File: src/pkg/apvd_map.svh
// register offsets, field positions, reset values and codes for the aux port / vco / divider bank
`ifndef APVD_MAP_SVH
`define APVD_MAP_SVH

`define APVD_IDX_AUX 6'h14
`define APVD_IDX_VCO 6'h15
`define APVD_IDX_DIV 6'h16
`define APVD_RST_AUX 24'h000220
`define APVD_RST_VCO 24'h0f48a0
`define APVD_RST_DIV 24'h0006c1
`define APVD_REG_W 24
`define APVD_AUX_SERIAL 0
`define APVD_AUX_VAL_HI 3
`define APVD_AUX_VAL_LO 1
`define APVD_AUX_LVL 4
`define APVD_AUX_SYNC 9
`define APVD_AUX_ROUTE_HI 11
`define APVD_AUX_ROUTE_LO 10
`define APVD_AUX_IDLE_HI 13
`define APVD_AUX_IDLE_LO 12
`define APVD_VCO_MCAL 0
`define APVD_VCO_CAP_HI 5
`define APVD_VCO_CAP_LO 1
`define APVD_VCO_BAND_HI 8
`define APVD_VCO_BAND_LO 6
`define APVD_VCO_MTUNE 9
`define APVD_VCO_SCALE 16
`define APVD_DIV_HI 5
`define APVD_DIV_LO 0
`define APVD_G1_HI 7
`define APVD_G1_LO 6
`define APVD_G2_HI 9
`define APVD_G2_LO 8
`define APVD_GSTAGE 10
`define APVD_DIV_MAX 6'h3e
`define APVD_ROUTE_NONE 2'h0
`define APVD_IDLE_HIZ 2'h0
`define APVD_IDLE_KEEP 2'h1
`define APVD_IDLE_HIGH 2'h2
`define APVD_IDLE_LOW 2'h3
`define APVD_MUX_LOCK 5'h01
`define APVD_PULSE_W 2'h1

`endif

File: src/pkg/apvd_pkg.sv
// types shared by the aux port / vco / divider register bank
package apvd_pkg;
    typedef struct packed {
        logic serialMode;
        logic [2:0] staticValue;
        logic level33;
        logic phaseSyncEn;
        logic [1:0] muxRoute;
        logic [1:0] idleDrive;
    } apvd_aux_t;

    typedef struct packed {
        logic manualCal;
        logic [4:0] capSwitch;
        logic [2:0] coreBand;
        logic manualTune;
        logic autoScale;
    } apvd_vco_t;

    typedef struct packed {
        logic mute;
        logic [5:0] divRatio;
        logic [1:0] gainOut1;
        logic [1:0] gainOut2;
        logic stageMaxGain;
    } apvd_div_t;

    typedef struct packed {
        logic [2:0] pinOut;
        logic [2:0] pinOe;
    } apvd_pins_t;

    typedef enum logic [1:0] {
        APVD_IDLE,
        APVD_ACK
    } apvd_bus_state_t;
endpackage

File: src/rtl/apvd_div_decode.sv
// decodes the raw divide code into an effective ratio and a mute flag
`timescale 1ns/1ps
`include "apvd_map.svh"
module apvd_div_decode #(
    parameter int W = 6
) (
    input wire logic [W-1:0] code, // raw divide field
    output logic [W-1:0] ratio, // effective ratio, 0 when muted
    output logic mute // output stages off
);
    always_comb begin
        mute = (code == '0);
        if (code > `APVD_DIV_MAX) begin
            ratio = `APVD_DIV_MAX;
        end else if (code == W'(1)) begin
            ratio = code;
        end else begin
            ratio = {code[W-1:1], 1'b0};
        end
    end
endmodule

File: src/rtl/apvd_regs.sv
// aux port, manual vco and divider/gain register bank behind an avalon-mm slave
// What this block does
// - aux bit 0 set makes the three aux outputs a serial port, else static.
// - static mode drives each aux output from aux bits 3..1 when idle code is 1 (keep driven).
// - aux bit 4 picks static output level: clear 1.8 V, set 3.3 V.
// - aux bit 9 (default set) uses enable pin as phase-sync trigger, exact mode only.
// - aux bits 11..10 route the mux output: none, or output 0, 1, 2.
// - disabled port idle state: hi-z, keep driven, drive high, drive low.
// - vco bit 0 enables manual calibration; clear keeps automatic calibration.
// - manual sub-band from bits 8..6 (default 2), cap switch bits 5..1 (16).
// - vco bit 9 enables manual vco tuning; clear by default.
// - vco bit 16 (default set) auto-scales pump current.
// - divide code 0 mutes, 1 passes, even divides, odd rounds down, above 62 is 62.
// - two buffer gain fields; code 3 max, each lower code 3 dB less.
// - divider bit 10 set gives max stage gain, clear 3 dB less.
// - general output mux code 1 selects lock detect for routing to aux pin.
//
// The Avalon-MM slave port was chosen for this implementation.
`timescale 1ns/1ps
`include "apvd_map.svh"
module apvd_regs #(
    parameter int ADDR_W = 8
) (
    input wire logic clk, // 50 mhz clock
    input wire logic arst_n, // async reset, active low
    input wire logic [ADDR_W-1:0] avsAddress, // byte address
    input wire logic avsRead, // read request
    input wire logic avsWrite, // write request
    input wire logic [31:0] avsWritedata, // write data
    input wire logic [3:0] avsByteenable, // byte lanes
    output logic [31:0] avsReaddata, // read data
    output logic avsWaitrequest, // stall
    output logic [1:0] avsResponse, // 00 ok, 10 slave error
    input wire logic chipEnPin, // enable pin from outside
    input wire logic exactFreqEn, // exact frequency mode active
    input wire logic [4:0] generalOutputMuxSel, // mux selection code
    input wire logic lockDetect, // lock detect from pll
    input wire logic [2:0] serialPortOut, // aux serial engine outputs
    input wire logic [2:0] serialPortOe, // aux serial engine enables
    output apvd_pkg::apvd_pins_t auxPins, // aux output pins and enables
    output logic auxLevel33, // aux pad supply select
    output logic phaseSyncPulse, // phase sync trigger
    output apvd_pkg::apvd_vco_t vcoCtrl, // vco controls
    output apvd_pkg::apvd_div_t divCtrl // divider and gain controls
);
    // ----------------------------------------
    // storage
    // ----------------------------------------
    logic [`APVD_REG_W-1:0] auxReg;
    logic [`APVD_REG_W-1:0] vcoReg;
    logic [`APVD_REG_W-1:0] divReg;
    apvd_pkg::apvd_bus_state_t busState_reg;
    logic [ADDR_W-3:0] wordIdx;
    logic hit;
    logic [`APVD_REG_W-1:0] wmask;
    logic [`APVD_REG_W-1:0] rdSel;
    logic [5:0] ratio;
    logic muteDec;
    logic chipEnMeta_reg;
    logic chipEnSync_reg;
    logic chipEnPrev_reg;
    logic [2:0] serOutMeta_reg;
    logic [2:0] serOutSync_reg;
    logic [2:0] serOeMeta_reg;
    logic [2:0] serOeSync_reg;
    logic lockMeta_reg;
    logic lockSync_reg;
    logic [2:0] pinOut_next;
    logic [2:0] pinOe_next;
    logic muxSignal;

    assign wordIdx = avsAddress[ADDR_W-1:2];
    assign hit = (wordIdx == (ADDR_W-2)'(`APVD_IDX_AUX)) || (wordIdx == (ADDR_W-2)'(`APVD_IDX_VCO))
        || (wordIdx == (ADDR_W-2)'(`APVD_IDX_DIV));

    generate
        for (genvar b = 0; b < 3; b++) begin : g_mask
            assign wmask[b*8 +: 8] = {8{avsByteenable[b]}};
        end
    endgenerate

    always_comb begin
        rdSel = '0;
        if (wordIdx == (ADDR_W-2)'(`APVD_IDX_AUX)) begin
            rdSel = auxReg;
        end else if (wordIdx == (ADDR_W-2)'(`APVD_IDX_VCO)) begin
            rdSel = vcoReg;
        end else if (wordIdx == (ADDR_W-2)'(`APVD_IDX_DIV)) begin
            rdSel = divReg;
        end
    end

    // ----------------------------------------
    // avalon slave: one wait cycle, then answer
    // ----------------------------------------
    always_ff @(posedge clk or negedge arst_n) begin
        if (!arst_n) begin
            busState_reg <= apvd_pkg::APVD_IDLE;
        end else begin
            unique case (busState_reg)
                apvd_pkg::APVD_IDLE: begin
                    if (avsRead || avsWrite) begin
                        busState_reg <= apvd_pkg::APVD_ACK;
                    end
                end
                apvd_pkg::APVD_ACK: begin
                    busState_reg <= apvd_pkg::APVD_IDLE;
                end
                default: begin
                    busState_reg <= apvd_pkg::APVD_IDLE;
                end
            endcase
        end
    end

    // waitrequest high by default so a new request is always stalled one cycle
    always_ff @(posedge clk or negedge arst_n) begin
        if (!arst_n) begin
            avsWaitrequest <= 1'b1;
        end else begin
            avsWaitrequest <= !(busState_reg == apvd_pkg::APVD_IDLE && (avsRead || avsWrite));
        end
    end

    always_ff @(posedge clk or negedge arst_n) begin
        if (!arst_n) begin
            avsReaddata <= '0;
            avsResponse <= 2'h0;
        end else if (busState_reg == apvd_pkg::APVD_IDLE && (avsRead || avsWrite)) begin
            avsReaddata <= avsRead ? {8'h00, rdSel} : 32'h0;
            avsResponse <= hit ? 2'h0 : 2'h2;
        end
    end

    // writes commit on the same edge that the master sees waitrequest low
    always_ff @(posedge clk or negedge arst_n) begin
        if (!arst_n) begin
            auxReg <= `APVD_RST_AUX;
            vcoReg <= `APVD_RST_VCO;
            divReg <= `APVD_RST_DIV;
        end else if (busState_reg == apvd_pkg::APVD_ACK && avsWrite) begin
            if (wordIdx == (ADDR_W-2)'(`APVD_IDX_AUX)) begin
                auxReg <= (auxReg & ~wmask) | (avsWritedata[`APVD_REG_W-1:0] & wmask);
            end
            if (wordIdx == (ADDR_W-2)'(`APVD_IDX_VCO)) begin
                vcoReg <= (vcoReg & ~wmask) | (avsWritedata[`APVD_REG_W-1:0] & wmask);
            end
            if (wordIdx == (ADDR_W-2)'(`APVD_IDX_DIV)) begin
                divReg <= (divReg & ~wmask) | (avsWritedata[`APVD_REG_W-1:0] & wmask);
            end
        end
    end

    // ----------------------------------------
    // input synchronisers
    // ----------------------------------------
    always_ff @(posedge clk or negedge arst_n) begin
        if (!arst_n) begin
            chipEnMeta_reg <= 1'b0;
            chipEnSync_reg <= 1'b0;
            chipEnPrev_reg <= 1'b0;
            lockMeta_reg <= 1'b0;
            lockSync_reg <= 1'b0;
            serOutMeta_reg <= '0;
            serOutSync_reg <= '0;
            serOeMeta_reg <= '0;
            serOeSync_reg <= '0;
        end else begin
            chipEnMeta_reg <= chipEnPin;
            chipEnSync_reg <= chipEnMeta_reg;
            chipEnPrev_reg <= chipEnSync_reg;
            lockMeta_reg <= lockDetect;
            lockSync_reg <= lockMeta_reg;
            serOutMeta_reg <= serialPortOut;
            serOutSync_reg <= serOutMeta_reg;
            serOeMeta_reg <= serialPortOe;
            serOeSync_reg <= serOeMeta_reg;
        end
    end

    // ----------------------------------------
    // phase sync trigger
    // ----------------------------------------
    // only meaningful with exact frequency mode, so gate it here
    always_ff @(posedge clk or negedge arst_n) begin
        if (!arst_n) begin
            phaseSyncPulse <= 1'b0;
        end else begin
            phaseSyncPulse <= auxReg[`APVD_AUX_SYNC] && exactFreqEn
                && chipEnSync_reg && !chipEnPrev_reg;
        end
    end

    // ----------------------------------------
    // aux port pins
    // ----------------------------------------
    // other mux codes are not modelled; only lock detect reaches the pins
    assign muxSignal = (generalOutputMuxSel == `APVD_MUX_LOCK) ? lockSync_reg : 1'b0;

    always_comb begin
        pinOut_next = auxPins.pinOut;
        pinOe_next = 3'h7;
        if (auxReg[`APVD_AUX_SERIAL]) begin
            pinOut_next = serOutSync_reg;
            pinOe_next = serOeSync_reg;
        end else begin
            pinOut_next = auxReg[`APVD_AUX_VAL_HI:`APVD_AUX_VAL_LO];
            unique case (auxReg[`APVD_AUX_IDLE_HI:`APVD_AUX_IDLE_LO])
                `APVD_IDLE_HIZ: pinOe_next = 3'h0;
                `APVD_IDLE_KEEP: pinOe_next = 3'h7;
                `APVD_IDLE_HIGH: pinOut_next = 3'h7;
                `APVD_IDLE_LOW: pinOut_next = 3'h0;
            endcase
        end
        if (auxReg[`APVD_AUX_ROUTE_HI:`APVD_AUX_ROUTE_LO] != `APVD_ROUTE_NONE) begin
            pinOut_next[auxReg[`APVD_AUX_ROUTE_HI:`APVD_AUX_ROUTE_LO] - 2'h1] = muxSignal;
            pinOe_next[auxReg[`APVD_AUX_ROUTE_HI:`APVD_AUX_ROUTE_LO] - 2'h1] = 1'b1;
        end
    end

    always_ff @(posedge clk or negedge arst_n) begin
        if (!arst_n) begin
            auxPins <= '0;
            auxLevel33 <= 1'b0;
        end else begin
            auxPins.pinOut <= pinOut_next;
            auxPins.pinOe <= pinOe_next;
            auxLevel33 <= auxReg[`APVD_AUX_LVL];
        end
    end

    // ----------------------------------------
    // vco and divider controls
    // ----------------------------------------
    apvd_div_decode #(
        .W(6)
    ) u_div (
        .code(divReg[`APVD_DIV_HI:`APVD_DIV_LO]),
        .ratio(ratio),
        .mute(muteDec)
    );

    always_ff @(posedge clk or negedge arst_n) begin
        if (!arst_n) begin
            vcoCtrl <= '0;
        end else begin
            vcoCtrl.manualCal <= vcoReg[`APVD_VCO_MCAL];
            vcoCtrl.capSwitch <= vcoReg[`APVD_VCO_CAP_HI:`APVD_VCO_CAP_LO];
            vcoCtrl.coreBand <= vcoReg[`APVD_VCO_BAND_HI:`APVD_VCO_BAND_LO];
            vcoCtrl.manualTune <= vcoReg[`APVD_VCO_MTUNE];
            vcoCtrl.autoScale <= vcoReg[`APVD_VCO_SCALE];
        end
    end

    always_ff @(posedge clk or negedge arst_n) begin
        if (!arst_n) begin
            divCtrl <= '0;
        end else begin
            divCtrl.mute <= muteDec;
            divCtrl.divRatio <= ratio;
            divCtrl.gainOut1 <= divReg[`APVD_G1_HI:`APVD_G1_LO];
            divCtrl.gainOut2 <= divReg[`APVD_G2_HI:`APVD_G2_LO];
            divCtrl.stageMaxGain <= divReg[`APVD_GSTAGE];
        end
    end
endmodule

File: config.mk
export PLATFORM = sky130hd
export DESIGN_NAME = apvd_regs
export DESIGN_NICKNAME = d
export VERILOG_FILES = /design/src/pkg/apvd_pkg.sv /design/src/rtl/apvd_div_decode.sv /design/src/rtl/apvd_regs.sv
export VERILOG_INCLUDE_DIRS = /design/src /design/src/pkg
export SDC_FILE = /design/constraint.sdc
export NUM_CORES = 1
export LEC_CHECK = 0
export ABC_AREA = 0
export BUFFER_PORTS_ARGS = -buffer_cell sky130_fd_sc_hd__buf_2
export CAP_MARGIN = 15
export CORE_ASPECT_RATIO = 0.9
export CORE_MARGIN = 8
export CORE_UTILIZATION = 50
export DETAILED_ROUTE_END_ITERATION = 10
export HOLD_SLACK_MARGIN = 0.15
export PLACE_DENSITY = 0.8
export SLEW_MARGIN = 10
export SYNTH_ARGS = -nofsm -noshare
export SYNTH_HDL_FRONTEND = slang
export SYNTH_SLANG_ARGS = --single-unit
File: constraint.sdc
create_clock -name clk -period 3.8 [get_ports clk]
set_input_delay 0.57 -clock clk [delete_from_list [all_inputs] [get_ports clk]]
set_output_delay 0.57 -clock clk [all_outputs]
set_load 0.005 [all_outputs]
Word level (Yosys, flattened, before mapping) --
Cells that the tools add are included.
Storage, ports and cells: register bits after elaboration 157, input bits 62, output and inout bits 66
Operators by class: add/sub/neg operators 1, order comparisons 3, eq/ne operators 9, multiplexer cells 19, bitwise operators 9, reduce and logical (&&, ||, !) cells 18
Operators by type and width (count):
- $and 24x24->24 | 4
- $mux 24 | 4
- $or 24x24->24 | 3
- $not 24->24 | 1
- $eq 6x5->1 const B | 3
- $mux 3 | 5
- $eq 6x1->1 const B | 1
- $gt 6x6->1 const B | 1
- $logic_and 1x1->1 | 6
- $logic_not 6->1 | 1
- $mux 2 | 3
- $mux 6 | 1
- $pmux 3 s2 | 1
- $reduce_and 2->1 | 3
- $eq 5x1->1 const B | 1
- $eq 2x2->1 const B | 2
- $logic_not 2->1 | 2
- $bwmux 3 | 1
- $logic_or 1x1->1 | 3
- $lt 2x3->1 const B | 1
- $mux 1 | 3
- $or 3x3->3 | 1
- $demux 1 s2 | 1
- $eq 2x1->1 const B | 1
- other kinds (5) | 6

Logic depth before layout (Yosys ltp) --
Gate-level depths: netlist of the first run.
depth after elaboration 7, mapped depth 5, mapped depth without buffers 3

By module --
Synthesis of the first run repeated with hierarchy kept, for this count alone.
Second synthesis, totals: cells, all modules 429, area total of the unflattened synthesis 5995.8 um^2
By module, submodules not included:
- apvd_regs | instances 1, cells an instance 421, area each 5941.9 um^2, sequential area each 3698.5 um^2
- apvd_div_decode | instances 1, cells an instance 8, area each 53.8 um^2, sequential area each 0.0 um^2

Least setup slack after synthesis of the first run --
Ideal clock, no wire load.
path kind input -> register, start input avsAddress[5], end register (tool-made name), library setup time 125 ps, arrival time 1820 ps, required time 3675 ps, slack 1855 ps, stages 5, buffers on the path 2, cell sequence nand4bb_1 -> buf_6 -> or4_4 -> buf_6 -> mux2_4
RTL lines:
- start: declaration | line apvd_regs.sv:26 | input wire logic [ADDR_W-1:0] avsAddress,

==> summary.md, run 1 <==
| Metric | Value |
|---|---|
| Max-slew headroom | `0.387` |
| H-tree Lvls | `4` |
| Worst vdd ir | `0.300 mV` |
| WL met3 | `900 um` |
| Clock transition at the registers of the reported paths | `0.06 ns` |
| Clock skew | `0.00605 ns` |
| Wire length on met1 | `approximately 5.6 mm` |
| Largest net degree at the start of global routing | `101` |
| Crit-path max cell delay | `0.94 ns` |
| Root buffer cell | `clkbuf_16` |
| CTS Buf Count | `17` |
| Actual slew at the worst max-slew pin | `around 0.9 ns` |
| Met2 wire length | `6.84 mm` |
| Non-filler cells, final | `705` |
| Routed vias | `3767` |
| Top FF cell, synth | `dfrtp_1` |
| Layout area overhead | `21.2%` |
| Compound-Gate Fraction of Synth Area | `0.0726` |
| Initial antenna violation count | `0` |
| Critical path cell sequence | `buf_2, nand4bb_1, nor3_2, mux2_2` |
| Die Area | `15700 um^2` |
| DR pass1 iterations | `4` |
| Setup TNS | `0 ns` |
| Crit path max fanout | `10` |
| IO Pins | `roughly 130` |
| CP top delay family | `simple AND/OR/NAND/NOR gates` |
| GPL Wtd Cong | `0.751` |
| Clk_lat worst skew | `between 0.4 and 0.5 ns` |
| Syn Inst Count | `429` |
| Postcts setup bufs | `0` |
| Vias per cell | `5.34` |
| Post-synthesis adder-cell area fraction | `0` |
| Diode count | `0` |
| Number of flops mapped to enable cells by yosys | `0` |
| Crit-path slowest cell | `nor3_2` |
| CTS Sinks | `between 100 and 150` |
| Final setup fails | `0` |
| Commonest non-fill, non-tap cell in the layout | `dfrtp_1` |
| R2R cell count | `3` |
| R2r setup slk | `approximately 1.8 ns` |
| Sequential area share after synthesis | `0.619` |
| CP endpoint kind | `flip-flop` |
| Placed insts | `approximately 670` |
| Port Buf Inserts | `107` |
| Post-cts resize count | `0` |
| Buf/Inv on CP | `1` |
| Synthesized cell area | `~6000 um^2` |
| Hold Path Origin | `chipEnPin` |
| Pwr Density | `between 500 and 600 nW/um^2` |
| First-pass GRT wire length | `~22 mm` |
| Mux share of post-synthesis cell area | `0.146` |
| Max Used Layer | `met4` |
| Mapped Avg Cell Area | `13.9 um^2` |
| Total Wirelength | `13.5 mm` |
| Worst Hold Class | `in -> reg` |
| Share of cells above drive strength 1 | `0.442` |
| Post-synth cell types | `32` |
| Via count of the first global-routing pass | `approximately 4.1k` |
| RSZ-0062 raised after global routing | `false` |
| Status | `completed` |
| Post-synthesis simple-gate area fraction | `0.130` |
| FFs w/ async S/R, synth | `1.00` |
| Hold path depth | `1` |
| # rows | `38` |
| Starting Density | `0.505` |
| Die H | `120 um` |
| Fmax | `433 MHz` |
| Max Cap Viol | `0` |
| XOR/XNOR share of the synthesized area | `0` |
| Clk buf depth | `2` |
| Final Net Count | `594` |
| LEAKAGE | `3.55 nW` |
| Grt ovf | `0` |
| CP Data Required Time | `about 4 ns` |
| Flops & latches, synth | `147` |
| Iteration-0 DRC Markers | `just under 200` |
| CP startpoint kind | `input pin` |
| Dpl hpwl | `between 8 and 9 mm` |
| Worst r2r src | `busState_reg[0]` |
| WL/cell | `between 15 and 20 um` |
| Final Hold Viols | `0` |
| Final slew viol count | `0` |
| Floorplan core area | `11800 um^2` |
| DR DRC count | `0` |
| Die Span X | `131 um` |
| Crit path kind | `in -> reg` |
| Main combinational cell family by area after synthesis | `multiplexers` |
| CTS tree | `done` |
| Synth Warn # | `0` |
| Tot GR Track Use | `0.176` |
| Routed Antenna Nets | `0` |
| Final period utilization | `0.608` |
| Cts hold-fix bufs | `0` |
| Endpoint, Worst Hold | `chipEnMeta_reg` |
| Final Critical Period | `approximately 2.3 ns` |
| Most frequent cells in the layout | `131 x dfrtp_1, 106 x buf_2, 55 x mux2_2` |
| Crit path DAT | `2.61 ns` |
## logic make-up after synthesis
kind of cell,after synthesis
DFF,147
and+or+nand+nor,113
muxes,72
AOI/OAI and AO/OA,60
buffers and inverters,36
other,1
## cell usage after synthesis (all sizes together), types with 2 or more instances
master | instances | area share
dfstp | 16 | 0.070
a32o | 24 | 0.040
dfrtp | 131 | 0.55
o311ai | 3 | 0.0044
nor2 | 3 | 0.0023
nor2b | 31 | 0.032
mux2 | 72 | 0.15
nor3 | 8 | 0.012
o21ai | 7 | 0.0059
nand2b | 31 | 0.032
a21oi | 25 | 0.021
nand3b | 26 | 0.033
or4 | 2 | 0.0038
nand3 | 3 | 0.0025
clkbuf | 21 | 0.013
nand2 | 3 | 0.0019
buf | 14 | 0.019
## through the flow
| step | total power [mW] | util | hold slack (ns) | worst slack [ns] | area, um^2 |
|---|---|---|---|---|---|
| floorplan | 1.83 | - | 0.274 | 1.85 | 6010 |
| global placement | 1.95 | 0.559 | 0.333 | 1.15 | 6610 |
| detailed placement | 1.96 | 0.559 | 0.336 | 1.11 | 6610 |
| CTS | 3.74 | 0.612 | 0.238 | 1.54 | 7250 |
| global route | 3.84 | 0.612 | 0.233 | 1.43 | 7250 |
| finish | 3.71 | 0.612 | 0.254 | 1.49 | 7250 |
## worst max path at each step
| stage | startpoint | end | slack, ns | cells past startpoint |
|---|---|---|---|---|
| 2_1_floorplan | avsAddress[5] | flip-flop | 1.85 | 5 |
| 3_3_place_gp | avsAddress[2] | flip-flop | 1.15 | 4 |
| 3_5_place_dp | avsAddress[2] | flip-flop | 1.11 | 4 |
| 4_1_cts | avsAddress[5] | flip-flop | 1.54 | 4 |
| 5_1_grt | avsAddress[5] | flip-flop | 1.43 | 4 |
| 6_report | avsAddress[5] | flip-flop | 1.49 | 4 |
## power by group
| group | total (mW) | leakage, nW | internal (mW) | switching [mW] |
|---|---|---|---|---|
| Sequential | 1.69 | 1.93 | 1.65 | 0.0389 |
| Clock | 1.77 | 0.311 | 1.14 | 0.637 |
| Combinational | 0.247 | 1.31 | 0.111 | 0.136 |
| Total | 3.71 | 3.55 | 2.89 | 0.812 |
## layout make-up
cell class	count	area (um^2)
Inverter	1	3.75
Sequential cell	147	3700
Tap cell	160	200
Timing Repair Buffer	111	584
Multi-Input combinational cell	254	2130
Clock inverter	12	178
Clock buffer	20	457
Fill cell	918	4590
## routing by layer
metal | track usage | up-vias
li1 | - | 1718
met3 | 0.0731 | 23
met2 | 0.304 | 108
met1 | 0.191 | 1918
met4 | 0.0688 | 0
met5 | 0 | -
## worst register-to-register path: stages, from the launching register on
cell and delay (ns):
dfrtp_1 0.44, nand3_1 0.20, nor3_2 0.79, mux2_2 0.42
(Power assumes the default switching activity.)
==> run 2: changes to the inputs <==
- ABC_AREA: 0 -> 1
- clock period: 3.8 -> 2.4 ns (I/O delays scaled with it)
==> run 2 against run 1 <==
- cell area is 7.3% higher
- register-to-register slack worse by 1.0 ns
- critical path depth is 2 higher
- first-iteration DRC count is 96% higher
- power is 62% higher
- sequential cell count stayed put
- die area is 6.0% higher
- sequential share of layout area is 3.5 points lower
- clock skew is 0.0024 ns higher
- critical path type is now reg -> reg
- highest routed layer unchanged
==> summary.md, run 2 <==
| Metric | Value |
|---|---|
| Status | `completed (unchanged)` |
| Die Span X | `135 um (was 131 um)` |
| Flops & latches, synth | `147 (unchanged)` |
| Pwr Density | `770 nW/um^2 (was 511 nW/um^2)` |
| LEAKAGE | `4.43 nW (was 3.55 nW)` |
| Worst r2r src | `busState_reg[0] (unchanged)` |
| IO Pins | `128 (unchanged)` |
| Die Area | `16700 um^2 (was 15700 um^2)` |
| Number of flops mapped to enable cells by yosys | `0 (unchanged)` |
| Fmax | `around 640 MHz` |
| First-pass GRT wire length | `26.1 mm (was 21.5 mm)` |
| Root buffer cell | `clkbuf_16 (unchanged)` |
| Actual slew at the worst max-slew pin | `0.621 ns (was 0.914 ns)` |
| Synth top area cells | `dfrtp_1 51%, nand2_1 17%, dfstp_2 6.6% (was dfrtp_1 55%, mux2_2 10%, dfstp_2 7.0%)` |
| Synth Warn # | `0 (unchanged)` |
| Port Buf Inserts | `107 (unchanged)` |
| DR DRC count | `0 (unchanged)` |
| Final setup fails | `0 (unchanged)` |
| Final Hold Viols | `0 (unchanged)` |
| Final period utilization | `0.654` |
| Dpl cell area | `7050 um^2 (was 6610 um^2)` |
| Iteration-0 DRC Markers | `385 (was 196)` |
| DR pass1 iterations | `7 (was 4)` |
| CTS tree | `done (unchanged)` |
| Clk buf depth | `2 (unchanged)` |
| # rows | `39 (was 38)` |
| Syn Inst Count | `719 (was 429)` |
| Diode count | `0 (unchanged)` |
| Share of the synthesized area in the top cell type | `0.513 (was 0.548)` |
| Routed vias | `5290 (was 3767)` |
| CP startpoint kind | `flip-flop (was input pin)` |
| H-tree Lvls | `4 (unchanged)` |
| GPL Wtd Cong | `0.805 (was 0.751)` |
| Sequential area share after synthesis | `0.579 (was 0.619)` |
| Setup WS pre-CTS | `0.490 ns (was 1.11 ns)` |
| Worst Hold Class | `in -> reg (unchanged)` |
| Crit path max fanout | `12 (was 10)` |
| Dpl hpwl | `10.8 mm (was 8.76 mm)` |
| Starting Density | `0.507 (was 0.505)` |
| Max-slew headroom | `0.586 (was 0.387)` |
| Initial antenna violation count | `0 (unchanged)` |
| Post-cts resize count | `0 (unchanged)` |
| Largest net degree at the start of global routing | `67 (was 101)` |
| Most frequent cells in the layout | `286 x nand2_1, 131 x dfrtp_1, 106 x buf_2 (was 131 x dfrtp_1, 106 x buf_2, 55 x mux2_2)` |
| Share of cells above drive strength 1 | `0.243 (was 0.442)` |
| Routed Antenna Nets | `0 (unchanged)` |
| Postcts setup bufs | `0 (unchanged)` |
| Tot GR Track Use | `0.199 (was 0.176)` |
| Top FF cell, synth | `dfrtp_1 (unchanged)` |
| Via count of the first global-routing pass | `5181 (was 4128)` |
| Setup WS post-layout | `0.830 ns (was 1.49 ns)` |
| Final Critical Period | `about 1.6 ns` |
| FFs w/ async S/R, synth | `1.00 (unchanged)` |
| Final Net Count | `895 (was 594)` |
| Design area | `7780 um^2 (was 7250 um^2)` |
| Layout area overhead | `21.8% (was 21.2%)` |
| Crit path DAT | `1.89 ns (was 2.61 ns)` |
| Mapped Avg Cell Area | `8.88 um^2 (was 13.9 um^2)` |
| Most frequent cell after synthesis | `nand2_1 (was dfrtp_1)` |
| Max Cap Viol | `0 (unchanged)` |
| CP endpoint kind | `flip-flop (unchanged)` |
| Cts hold-fix bufs | `9 (was 0)` |
| Crit path kind | `reg -> reg (was in -> reg)` |
| CTS Sinks | `147 (unchanged)` |
| Final slew viol count | `0 (unchanged)` |
| CP Data Required Time | `2.72 ns (was 4.10 ns)` |
| Vias per cell | `5.24 (was 5.34)` |
| WL/cell | `16.0 um (was 19.2 um)` |
| Grt ovf | `0 (unchanged)` |
| Die H | `123 um (was 120 um)` |
| Commonest non-fill, non-tap cell in the layout | `nand2_1 (was dfrtp_1)` |
| Clock skew | `0.00842 ns (was 0.00605 ns)` |
| Setup TNS | `0 ns (unchanged)` |
| Post-synth cell types | `29 (was 32)` |
| Synthesized cell area | `6390 um^2 (was 5980 um^2)` |
| RSZ-0062 raised after global routing | `false (unchanged)` |
| Worst vdd ir | `0.412 mV (was 0.300 mV)` |
| Hold Path Origin | `avsWritedata[5] (was chipEnPin)` |
| Leading area contributor after synthesis | `dfrtp_1 (unchanged)` |
| Clock transition at the registers of the reported paths | `0.06 ns (about the same)` |
| Total Wirelength | `16.1 mm (was 13.5 mm)` |
| Floorplan core area | `12600 um^2 (was 11800 um^2)` |
| Clk_lat worst skew | `0.43 ns (was 0.42 ns)` |
| Top post-synthesis cells by count | `286 x nand2_1, 131 x dfrtp_1, 59 x nand3_1, 54 x nor2_1, 48 x nand4_1 (was 131 x dfrtp_1, 55 x mux2_2, 31 x nand2b_1, 31 x nor2b_1, 26 x nand3b_1)` |
| Crit path launch | `busState_reg[0] (was avsAddress[5])` |
| CTS Buf Count | `17 (unchanged)` |
run 2: cells by family after synthesis:
group           Yosys count  share of synthesized area
other cells               1                   0.000587
simple gates            489                      0.353
compound gates            7                    0.00666
buf+inv                  75                     0.0603
flops                   147                      0.579
run 2: layer usage:
| metal | global-route usage | vias up | share of wire |
|---|---|---|---|
| met5 | 0 | - | 0 |
| met4 | 0.0748 | 0 | 0.021 |
| met3 | 0.0556 | 34 | 0.076 |
| met2 | 0.322 | 198 | 0.48 |
| met1 | 0.252 | 2534 | 0.42 |
| li1 | - | 2524 | - |
run 2: final timing paths:
check	to	slack, ns	cells past startpoint
worst max-delay path	flip-flop	0.83	6
worst min-delay path	flip-flop	0.16	3
worst max register to register	flip-flop	0.83	6
worst min register to register	serOeSync_reg[0]	0.35	0
max in group asynchronous	asynchronous set/reset pin	1.18	3
min in group asynchronous	chipEnPrev_reg	0.51	2
run 2: per-stage QoR:
stage          total power, mW  instances  hold slack, ns  utilization
2_1_floorplan             2.94        727          0.0644            -
3_3_place_gp              3.16        969           0.332        0.560
3_5_place_dp              3.17        969           0.335        0.560
4_1_cts                   6.01       1010           0.155        0.618
5_1_grt                   6.19       1010           0.162        0.618
6_report                  5.99       1010           0.157        0.618
run 2: report_power, final:
group          switching (mW)  internal [mW]  total, mW
logic                   0.312          0.167      0.480
clock network           0.997           1.85       2.85
registers              0.0578           2.60       2.66
total                    1.37           4.62       5.99
run 2: area by class of cell:
type	count	area, um^2
inverter	28	105
timing repair buffer	134	792
fill	1089	4810
multi-input combinational	505	2340
clock buffer	24	492
sequential	147	3700
clock inverter	8	146
tap	164	205
run 2: critical path, stage by stage (launching register included):
cell	delay, ns
dfrtp_1	0.35
nand2_2	0.16
inv_2	0.30
buf_4	0.25
nand3_2	0.21
nand2_1	0.12
nand2_1	0.06
